`src/adcc_pkg.sv`:
```
/*
  constants, register map and carrier types for the converter control block.
  assumes a byte register port with one-cycle strobes and read data one cycle
  after the read strobe.
*/
// Operation
// RULE1: four analog channels give a 9-bit result read through two read-only bytes.
// RULE2: control bits 2..0 pick the channel to convert among the four; the code drives CHANNEL from bits 1..0 only and ignores bit 2.
// RULE3: control bits 5..3 set which port lines are analog and which digital.
// RULE4: an analog line loses digital function and pull-high, and powers the converter.
// RULE5: software starts a conversion by taking the start bit high then low.
// RULE6: the end-of-conversion flag at control bit 6 goes to one on a rising start bit.
// RULE7: at completion the flag clears and the interrupt request is raised if enabled.
// RULE8: software holds start low until the end-of-conversion flag reads zero.
// RULE9: software polls the flag or takes the interrupt, then reads both result bytes.
// RULE10: clock select bits 1..0 choose the conversion clock source.
// RULE11: software never uses clock select bit 7, which is for test only.
// RULE12: after a nonzero change of the analog field software pulses start within ten cycles.
// RULE13: clearing the analog field to zero needs no start pulse.
// RULE14: result bits are numbered 0 to 8 from least to most significant.
// RULE15: the high byte holds bits 8..1, the low byte bit 0 at its top, rest zero.
// RULE16: result bytes change only at completion, so reads during conversion show the last one.
package adcc_pkg;
  localparam logic [7:0] OFF_RESULT_LOW  = 8'h24;
  localparam logic [7:0] OFF_RESULT_HIGH = 8'h25;
  localparam logic [7:0] OFF_CONTROL     = 8'h26;
  localparam logic [7:0] OFF_CLOCK_SEL   = 8'h27;
  localparam logic [7:0] OFF_IRQ_STATUS  = 8'h28;
  localparam logic [7:0] OFF_IRQ_MASK    = 8'h29;
  localparam logic [7:0] RST_CONTROL     = 8'h00;
  localparam logic [7:0] RST_CLOCK_SEL   = 8'h00;
  localparam logic [7:0] RST_MASK        = 8'h00;
  localparam int         BIT_START       = 7;
  localparam int         BIT_EOC         = 6;
  localparam int         RES_BITS        = 9;
  localparam int         CH_COUNT        = 4;
  localparam int         PORT_LINES      = 4;
  // terminal counts of the conversion clock divider per source code (divide by count plus one)
  localparam logic [3:0] DIV_SRC0        = 4'h1;
  localparam logic [3:0] DIV_SRC1        = 4'h3;
  localparam logic [3:0] DIV_SRC2        = 4'h7;
  localparam logic [3:0] DIV_SRC3        = 4'hF;
  localparam logic [3:0] CONV_STEPS      = 4'h9;

  typedef struct packed {
    logic [7:0] addr;
    logic [7:0] wdata;
    logic       wr;
    logic       rd;
  } adcc_bus_t;

  typedef enum logic [2:0] {
    ST_IDLE  = 3'b001,
    ST_ARMED = 3'b010,
    ST_CONV  = 3'b100
  } adcc_state_t;
endpackage

```
`src/adcc_top.sv`:
```
/*
  converter control: registers, start sequencing, successive approximation
  stepping, result capture, interrupt. the analog comparator lives outside and
  answers COMP_HIGH for the trial value on TRIAL, synchronous to REF_CLK.
*/
`timescale 1ns/100ps
module adcc_top
(
  input  wire logic       REF_CLK,
  input  wire logic       RESETN,
  input  wire logic [7:0] ADDR,
  input  wire logic [7:0] WDATA,
  input  wire logic       WR,
  input  wire logic       RD,
  output logic      [7:0] RDATA,
  input  wire logic       COMP_HIGH,
  output logic      [8:0] TRIAL,
  output logic      [1:0] CHANNEL,
  output logic      [3:0] ANALOG_EN,
  output logic      [3:0] PULLUP_OFF,
  output logic            CONV_POWER,
  output logic            IRQ
);
  adcc_pkg::adcc_bus_t   bus;
  adcc_pkg::adcc_state_t state;
  adcc_pkg::adcc_state_t next_state;
  logic [7:0] control;
  logic [7:0] clock_sel;
  logic [8:0] result;
  logic [8:0] sar;
  logic [3:0] step;
  logic [3:0] div_cnt;
  logic       irq_status;
  logic       irq_mask;

  assign bus = '{addr: ADDR, wdata: WDATA, wr: WR, rd: RD};

  wire wr_ctl   = bus.wr && bus.addr == adcc_pkg::OFF_CONTROL;
  wire wr_clk   = bus.wr && bus.addr == adcc_pkg::OFF_CLOCK_SEL;
  wire wr_stat  = bus.wr && bus.addr == adcc_pkg::OFF_IRQ_STATUS;
  wire wr_mask  = bus.wr && bus.addr == adcc_pkg::OFF_IRQ_MASK;
  wire start_q  = control[adcc_pkg::BIT_START];
  wire start_d  = bus.wdata[adcc_pkg::BIT_START];
  wire start_rise = wr_ctl && start_d && !start_q; // RULE6
  wire start_fall = wr_ctl && !start_d && start_q;
  // completion clears the flag even when a control write without a rising start lands with it
  wire next_eoc = start_rise || (control[adcc_pkg::BIT_EOC] && !done); // RULE7
  // field 5..3 gives number of analog lines counted from line 0, values 4 to 7 all giving four lines
  wire [2:0] pcfg = control[5:3]; // RULE3
  wire [3:0] div_sel = (clock_sel[1:0] == 2'd0) ? adcc_pkg::DIV_SRC0 :
                       (clock_sel[1:0] == 2'd1) ? adcc_pkg::DIV_SRC1 :
                       (clock_sel[1:0] == 2'd2) ? adcc_pkg::DIV_SRC2 :
                                                  adcc_pkg::DIV_SRC3; // RULE10
  wire tick = (div_cnt == div_sel);
  wire in_conv = (state == adcc_pkg::ST_CONV);
  wire done = in_conv && tick && step == adcc_pkg::CONV_STEPS - 4'h1;
  wire [8:0] bitmask = 9'h100 >> step;
  wire [8:0] trial = sar | bitmask;
  wire [8:0] sar_upd = COMP_HIGH ? sar : trial;
  wire [7:0] rd_mux =
    (bus.addr == adcc_pkg::OFF_RESULT_LOW)  ? {result[0], 7'h00} : // RULE15
    (bus.addr == adcc_pkg::OFF_RESULT_HIGH) ? result[8:1] : // RULE14
    (bus.addr == adcc_pkg::OFF_CONTROL)     ? control :
    (bus.addr == adcc_pkg::OFF_CLOCK_SEL)   ? clock_sel :
    (bus.addr == adcc_pkg::OFF_IRQ_STATUS)  ? {7'h00, irq_status} :
    (bus.addr == adcc_pkg::OFF_IRQ_MASK)    ? {7'h00, irq_mask} :
                                              8'h00;
  logic [3:0] next_analog;
  genvar g;
  generate
    for (g = 0; g < adcc_pkg::PORT_LINES; g++)
    begin : g_line
      assign next_analog[g] = (pcfg > 3'(g)); // RULE4
    end
  endgenerate

  always_comb
  begin
    next_state = state;
    unique case (state)
      adcc_pkg::ST_IDLE:
        if (start_rise)
          next_state = adcc_pkg::ST_ARMED;
      adcc_pkg::ST_ARMED:
        if (start_fall)
          next_state = adcc_pkg::ST_CONV; // RULE5
      adcc_pkg::ST_CONV:
        if (done)
          next_state = adcc_pkg::ST_IDLE;
    endcase
  end

  always_ff @(posedge REF_CLK)
    if (!RESETN)
      state <= adcc_pkg::ST_IDLE;
    else
      state <= next_state;

  // control: channel, port config, start written; eoc set/cleared by hardware
  always_ff @(posedge REF_CLK)
    if (!RESETN)
      control <= adcc_pkg::RST_CONTROL;
    else if (wr_ctl)
      control <= {start_d, next_eoc, bus.wdata[5:0]}; // RULE3
    else
      control[adcc_pkg::BIT_EOC] <= next_eoc; // RULE7

  always_ff @(posedge REF_CLK)
    if (!RESETN)
      clock_sel <= adcc_pkg::RST_CLOCK_SEL;
    else if (wr_clk)
      clock_sel <= bus.wdata;

  always_ff @(posedge REF_CLK)
    if (!RESETN || !in_conv || tick)
      div_cnt <= 4'h0;
    else
      div_cnt <= div_cnt + 4'h1;

  always_ff @(posedge REF_CLK)
    if (!RESETN || !in_conv)
    begin
      sar  <= 9'h000;
      step <= 4'h0;
    end
    else if (tick)
    begin
      sar  <= sar_upd;
      step <= step + 4'h1;
    end

  always_ff @(posedge REF_CLK)
    if (!RESETN)
      result <= 9'h000;
    else if (done)
      result <= sar_upd; // RULE16

  // set wins over write-one-to-clear
  always_ff @(posedge REF_CLK)
    if (!RESETN)
      irq_status <= 1'b0;
    else if (done)
      irq_status <= 1'b1; // RULE7
    else if (wr_stat && bus.wdata[0])
      irq_status <= 1'b0;

  always_ff @(posedge REF_CLK)
    if (!RESETN)
      irq_mask <= adcc_pkg::RST_MASK[0];
    else if (wr_mask)
      irq_mask <= bus.wdata[0];

  always_ff @(posedge REF_CLK)
    if (!RESETN)
    begin
      RDATA      <= 8'h00;
      TRIAL      <= 9'h000;
      CHANNEL    <= 2'b00;
      ANALOG_EN  <= 4'h0;
      PULLUP_OFF <= 4'h0;
      CONV_POWER <= 1'b0;
      IRQ        <= 1'b0;
    end
    else
    begin
      RDATA      <= bus.rd ? rd_mux : 8'h00; // RULE1
      TRIAL      <= in_conv ? trial : 9'h000;
      CHANNEL    <= control[1:0]; // RULE2
      ANALOG_EN  <= next_analog; // RULE4
      PULLUP_OFF <= next_analog;
      CONV_POWER <= |next_analog;
      IRQ        <= (irq_status || done) && irq_mask; // RULE7
    end

  a_eoc_on_start: assert property ( // RULE6
    @(posedge REF_CLK) disable iff (!RESETN)
    start_rise |=> control[adcc_pkg::BIT_EOC])
    else $error("eoc not set by start rise");
  a_eoc_clear_done: assert property ( // RULE7
    @(posedge REF_CLK) disable iff (!RESETN)
    done && !start_rise |=> !control[adcc_pkg::BIT_EOC] && irq_status)
    else $error("completion did not clear eoc or raise request");
  a_result_stable: assert property ( // RULE16
    @(posedge REF_CLK) disable iff (!RESETN)
    !done |=> $stable(result))
    else $error("result changed outside completion");
  a_irq_gated: assert property ( // RULE7
    @(posedge REF_CLK) disable iff (!RESETN)
    !irq_mask |=> !IRQ)
    else $error("interrupt while masked");
  a_low_byte_form: assert property ( // RULE15
    @(posedge REF_CLK) disable iff (!RESETN)
    bus.rd && bus.addr == adcc_pkg::OFF_RESULT_LOW |=> RDATA[6:0] == 7'h00)
    else $error("low byte spare bits not zero");
  a_high_byte_read: assert property ( // RULE14
    @(posedge REF_CLK) disable iff (!RESETN)
    bus.rd && bus.addr == adcc_pkg::OFF_RESULT_HIGH && !done
      |=> RDATA == result[8:1])
    else $error("high byte read wrong");
  a_channel_out: assert property ( // RULE2
    @(posedge REF_CLK) disable iff (!RESETN)
    wr_ctl |=> ##1 CHANNEL == $past(bus.wdata[1:0], 2))
    else $error("channel output not following control");
  a_power_cfg: assert property ( // RULE4
    @(posedge REF_CLK) disable iff (!RESETN)
    pcfg == 3'd0 |=> !CONV_POWER && ANALOG_EN == 4'h0)
    else $error("converter powered with no analog line");
  a_conv_length: assert property ( // RULE10
    @(posedge REF_CLK) disable iff (!RESETN)
    in_conv && step == 4'h0 && div_cnt == 4'h0 && clock_sel[1:0] == 2'd0
      |-> ##[17:18] !in_conv)
    else $error("conversion length wrong");
  a_sel1_length: assert property ( // RULE10
    @(posedge REF_CLK) disable iff (!RESETN)
    in_conv && step == 4'h0 && div_cnt == 4'h0 && clock_sel[1:0] == 2'd1
      |-> ##[35:36] !in_conv)
    else $error("conversion length wrong for source 1");
  a_sel2_length: assert property ( // RULE10
    @(posedge REF_CLK) disable iff (!RESETN)
    in_conv && step == 4'h0 && div_cnt == 4'h0 && clock_sel[1:0] == 2'd2
      |-> ##[71:72] !in_conv)
    else $error("conversion length wrong for source 2");
  a_sel3_length: assert property ( // RULE10
    @(posedge REF_CLK) disable iff (!RESETN)
    in_conv && step == 4'h0 && div_cnt == 4'h0 && clock_sel[1:0] == 2'd3
      |-> ##[143:144] !in_conv)
    else $error("conversion length wrong for source 3");
  a_clock_keep: assert property ( // RULE10
    @(posedge REF_CLK) disable iff (!RESETN)
    !wr_clk |=> $stable(clock_sel))
    else $error("clock select changed without a write");
  a_trial_idle: assert property ( // RULE1
    @(posedge REF_CLK) disable iff (!RESETN)
    !in_conv |=> TRIAL == 9'h000)
    else $error("trial code outside conversion");
  a_trial_first: assert property ( // RULE14
    @(posedge REF_CLK) disable iff (!RESETN)
    in_conv && step == 4'h0 |-> trial[8])
    else $error("first trial is not the top bit");
  a_step_bound: assert property ( // RULE1
    @(posedge REF_CLK) disable iff (!RESETN)
    in_conv |-> step < adcc_pkg::CONV_STEPS)
    else $error("step count beyond result width");
  a_power_analog: assert property ( // RULE4
    @(posedge REF_CLK) disable iff (!RESETN)
    pcfg != 3'd0 |=> CONV_POWER && ANALOG_EN[0])
    else $error("analog line without converter power");
  a_pullup_cfg: assert property ( // RULE4
    @(posedge REF_CLK) disable iff (!RESETN)
    pcfg >= 3'd4 |=> PULLUP_OFF == 4'hF)
    else $error("pull-high left on an analog line");
  a_analog_shape: assert property ( // RULE3
    @(posedge REF_CLK) disable iff (!RESETN)
    ANALOG_EN inside {4'h0, 4'h1, 4'h3, 4'h7, 4'hF})
    else $error("analog lines not counted from line 0");
  a_analog_count: assert property ( // RULE3
    @(posedge REF_CLK) disable iff (!RESETN)
    pcfg == 3'd2 |=> ANALOG_EN == 4'h3)
    else $error("two analog lines expected");
  a_cfg_store: assert property ( // RULE3
    @(posedge REF_CLK) disable iff (!RESETN)
    wr_ctl |=> control[5:0] == $past(bus.wdata[5:0]))
    else $error("channel or port field not stored");
  a_control_keep: assert property ( // RULE2
    @(posedge REF_CLK) disable iff (!RESETN)
    !wr_ctl && !done |=> $stable(control))
    else $error("control changed without cause");
  a_control_read: assert property ( // RULE2
    @(posedge REF_CLK) disable iff (!RESETN)
    bus.rd && bus.addr == adcc_pkg::OFF_CONTROL |=> RDATA == $past(control))
    else $error("control read wrong");
  a_low_byte_bit: assert property ( // RULE15
    @(posedge REF_CLK) disable iff (!RESETN)
    bus.rd && bus.addr == adcc_pkg::OFF_RESULT_LOW
      |=> RDATA[7] == $past(result[0]))
    else $error("low byte top bit wrong");
  a_rdata_idle: assert property ( // RULE1
    @(posedge REF_CLK) disable iff (!RESETN)
    !bus.rd |=> RDATA == 8'h00)
    else $error("read data outside read cycle");
  a_unmapped_zero: assert property ( // RULE1
    @(posedge REF_CLK) disable iff (!RESETN)
    bus.rd && (bus.addr < adcc_pkg::OFF_RESULT_LOW ||
      bus.addr > adcc_pkg::OFF_IRQ_MASK) |=> RDATA == 8'h00)
    else $error("unmapped read not zero");
  a_start_store: assert property ( // RULE5
    @(posedge REF_CLK) disable iff (!RESETN)
    wr_ctl |=> control[adcc_pkg::BIT_START] == $past(start_d))
    else $error("start bit not stored");
  a_start_launch: assert property ( // RULE5
    @(posedge REF_CLK) disable iff (!RESETN)
    state == adcc_pkg::ST_ARMED && start_fall |=> in_conv)
    else $error("falling start did not launch conversion");
  a_armed_hold: assert property ( // RULE5
    @(posedge REF_CLK) disable iff (!RESETN)
    state == adcc_pkg::ST_ARMED && !start_fall
      |=> state == adcc_pkg::ST_ARMED)
    else $error("armed state left without falling start");
  a_eoc_armed: assert property ( // RULE6
    @(posedge REF_CLK) disable iff (!RESETN)
    state == adcc_pkg::ST_ARMED |-> control[adcc_pkg::BIT_EOC])
    else $error("eoc low while armed");
  a_eoc_in_conv: assert property ( // RULE6
    @(posedge REF_CLK) disable iff (!RESETN)
    in_conv |-> control[adcc_pkg::BIT_EOC])
    else $error("eoc low during conversion");
  a_done_leaves: assert property ( // RULE7
    @(posedge REF_CLK) disable iff (!RESETN)
    done |=> state == adcc_pkg::ST_IDLE)
    else $error("conversion did not end at completion");
  a_status_set: assert property ( // RULE7
    @(posedge REF_CLK) disable iff (!RESETN)
    done |=> irq_status)
    else $error("completion did not set request");
  a_irq_follow: assert property ( // RULE7
    @(posedge REF_CLK) disable iff (!RESETN)
    irq_status && irq_mask |=> IRQ)
    else $error("enabled request without interrupt");
  a_irq_no_cause: assert property ( // RULE7
    @(posedge REF_CLK) disable iff (!RESETN)
    !irq_status && !done |=> !IRQ)
    else $error("interrupt without request");
endmodule

```
`config.mk`:
```
export PLATFORM = sky130hd
export DESIGN_NAME = adcc_top
export DESIGN_NICKNAME = d
export VERILOG_FILES = /design/src/adcc_pkg.sv /design/src/adcc_top.sv
export SDC_FILE = /design/constraint.sdc
export NUM_CORES = 1
export LEC_CHECK = 0
export BUFFER_PORTS_ARGS = -buffer_cell sky130_fd_sc_hd__buf_2
export CORE_MARGIN = 4
export CORE_UTILIZATION = 50
export DETAILED_ROUTE_END_ITERATION = 6
export GPL_TIMING_DRIVEN = 0
export PLACE_DENSITY = 0.87
export SLEW_MARGIN = 20
export SYNTH_ARGS = -nofsm -noshare
export SYNTH_HDL_FRONTEND = slang
export SYNTH_SLANG_ARGS = --single-unit
export TNS_END_PERCENT = 100
```
`constraint.sdc`:
```
create_clock -name REF_CLK -period 2.2 [get_ports REF_CLK]
set_input_delay 0.44 -clock REF_CLK [delete_from_list [all_inputs] [get_ports REF_CLK]]
set_output_delay 0.44 -clock REF_CLK [all_outputs]
set_load 0.05 [all_outputs]
```
==> reports/qor.yml <==
outcome: "complete, no violations"
fmax_ghz: 0.470
rsz0062_at_grt: "false"
synth_top_area_share: 0.464
place_hpwl_mm: 5.04
finalPower_mw: 2.45
avgSynthCellArea_sq_um: 9.28
end_kind: "flop"
syn2layout_area_growth_pct: 17.9
grt_pass1_wl_mm: 11.6
synth-simple-area-share: 0.172
power_frac_comb: 0.038
drt_first_iter_violations: 102
synth_top_cells_by_area: "dfxtp_1 (46%), mux2i_1 (8.0%), a21oi_1 (4.5%)"
fin_area_sq_um: 3660
worst_pin_slew_ps: 758
syn-cell-area_sq_um: 3110
ys_seq_elements: 72
finClkSkew_ps: 13.2
timing.hold.ws_ps: 340
hold_viol_final: 0
numCtsBuffers: 9
crit_required_ps: 2470
switching_power_mw: 0.537
yosys.area.top_type: "dfxtp_1"
crit_path_start_kind: "flop"
grt_pass1_vias: 2527
h-tree-depth: 3
synthFlopType: "dfxtp_1"
slew_headroom: 0.491
seq_area_frac_synth: 0.464
grtUsageTotal: 0.197
crit_chain: "nor4b_1 > o211ai_1 > a2111oi_4 > buf_4 > mux2i_1"
synth-compound-area-share: 0.154
hold_start: "WDATA[6]"
die_y_microns: 86.9
die_w_microns: 86.9
clkPwrFrac: 0.426
clk_pin_slew_ps: 80
synth-adder-area-share: 0.0282
synth_warnings: 0
first_pass_iters: 4
pre_cts_slack_ps: -232
power.internal_mw: 1.91
ys_types: 48
post-route-util: 0.612
gr-total-overflow: 0
async_flop_share: 0
tns_ps: 0
fin_ws_ps: 72.5
swShare: 0.219
ctsLongestPathBuffers: 2
grt_max_degree: 12
critPathLaunch: "clock_sel[0]$_SDFFE_PN0P_"
critPathBufInv: 1
cp_max_fo: 5
numPortBuffers: 48
synthMuxAreaShare: 0.109
synth_top_family_by_area: "simple AND/OR/NAND/NOR gates"
reg2reg_from: "clock_sel[0]$_SDFFE_PN0P_"
routed_wl_mm: 7.13
root_buffer: "clkbuf_8"
antenna_found_initial: 0
setup_violations: 0
critPathArrivalTime_ps: 2400
fin_crit_sh: 0.967
ir_drop_mv: 0.320
nets: 425
synth_xor_area_frac: 0.00563
clock_sinks: 72
cts_tree: "done"
row_count: 28
crit_path_max_incr_delay_ps: 510
n_antenna_cell: 0
p_leak_nw: 1.50
p_seq_frac: 0.536
start_util: 0.519
fin_cells: 475
hold_path.class: "input port to flop"
viasPerCell: 5.56
insertion_delay_ps: 350
vias: 2640
cap_violations: 0
drc: 0
coreArea_sq_um: 5990
dieArea_sq_um: 7540
placed_cell_area_sq_um: 3440
syn_inst: 335
drv_slew: 0
fin_crit_ps: 2130
drive_gt1_frac: 0.220
ant_nets: 0
critPathKind: "flop to flop"
crit_family: "compound AO/OA/AOI/OAI gates"
place.gp.congestion: 0.862
synth_nets: 363
power_density_nw_per_um2: 669
synth-edff-count: 0
io_pins: 50
avgRoutedWirePerCell_microns: 15.0
dpl.cell_count: 458
slowest_stage: "a2111oi_4"
## flip-flops by register name, indices dropped and copies added, names as in the netlist, 8 cells and up
signal     count
result         9
sar            9
TRIAL          9
clock_sel      8
RDATA          8
control        8
## layer usage
layer,vias up,global-route usage,part of all wire
met5,-,0,0
met4,0,0.0822,0.020
met3,17,0.0407,0.059
met2,96,0.330,0.48
met1,1242,0.247,0.44
li1,1285,-,-
## cell usage after synthesis, types with 3 or more instances
master,instances
dfxtp_1,72
nor2_1,34
nand2_1,31
a21oi_1,28
mux2i_1,25
inv_1,20
o21ai_0,12
clkbuf_1,9
nor3_1,9
a21o_1,7
ha_1,7
o211ai_1,7
buf_4,6
mux2_2,6
nand3_1,6
nand2b_1,5
nor4_1,4
and2_1,3
nand4_1,3
nor3b_1,3
## tightest hold or removal path, stage by stage
cell and delay [ps]:
buf_2 80, mux2i_1 60, nor2_1 70
## power by group through the flow
stage	Sequential, mW	Clock (mW)	Combinational (mW)
final	1.31	1.05	0.0929
after global routing	1.31	1.12	0.103
after CTS	1.31	1.06	0.0921
after detailed placement	1.34	0	0.0916
after global placement	1.34	0	0.0876
after floorplan	1.34	0	0.0525
## final cells by class
type	count	area, sq um
fill	529	2330
multi-input combinational	222	1460
sequential	72	1440
timing repair buffer	51	263
clock buffer	11	151
buffer	21	138
tap	75	93.8
inverter	20	75.1
clock inverter	3	42.5
## cells in the final DEF (no fill, tap or decap), types with 3 or more instances in the layout
master    synthesis  layout
a21o_1            7       7
a21oi_1          28      28
and2_1            3       3
buf_2             1      49
buf_4             6       8
buf_6             2       3
clkbuf_1          9       9
clkbuf_8          1      12
dfxtp_1          72      71
ha_1              7       7
inv_1            20      20
mux2_2            6       6
mux2i_1          25      25
nand2_1          31      31
nand2b_1          5       5
nand3_1           6       6
nand4_1           3       3
nor2_1           34      34
nor3_1            9       9
nor3b_1           3       3
nor4_1            4       4
o211ai_1          7       7
o21ai_0          12      12
## cell families after synthesis
logic type | count (synthesis)
muxes | 32
and+or+nand+nor | 109
xor gates and xnor gates | 2
adders and majority gates | 7
AOI/OAI and AO/OA | 72
DFF | 72
buffers and inverters | 41
## what timing repair did
| action | CTS | global route |
|---|---|---|
| pin swaps | 1 | 2 |
| buffers inserted | 1 | 1 |
| cloned | 0 | 1 |
| gates resized for setup | 0 | 4 |
| hold buffers | 0 | 0 |
| endpoints found under the setup margin | 10 | 8 |
## final timing paths
path,to,slack (ps),depth (start not counted)
worst min-delay path,clock_sel[6]$_SDFFE_PN0P_,340,3
worst max-delay path,result[8]$_SDFFE_PN0P_,70,5
worst min register to register,control[6]$_SDFF_PN0_,460,2
worst max register to register,result[8]$_SDFFE_PN0P_,70,5
Power figures use the tool's default switching activity.
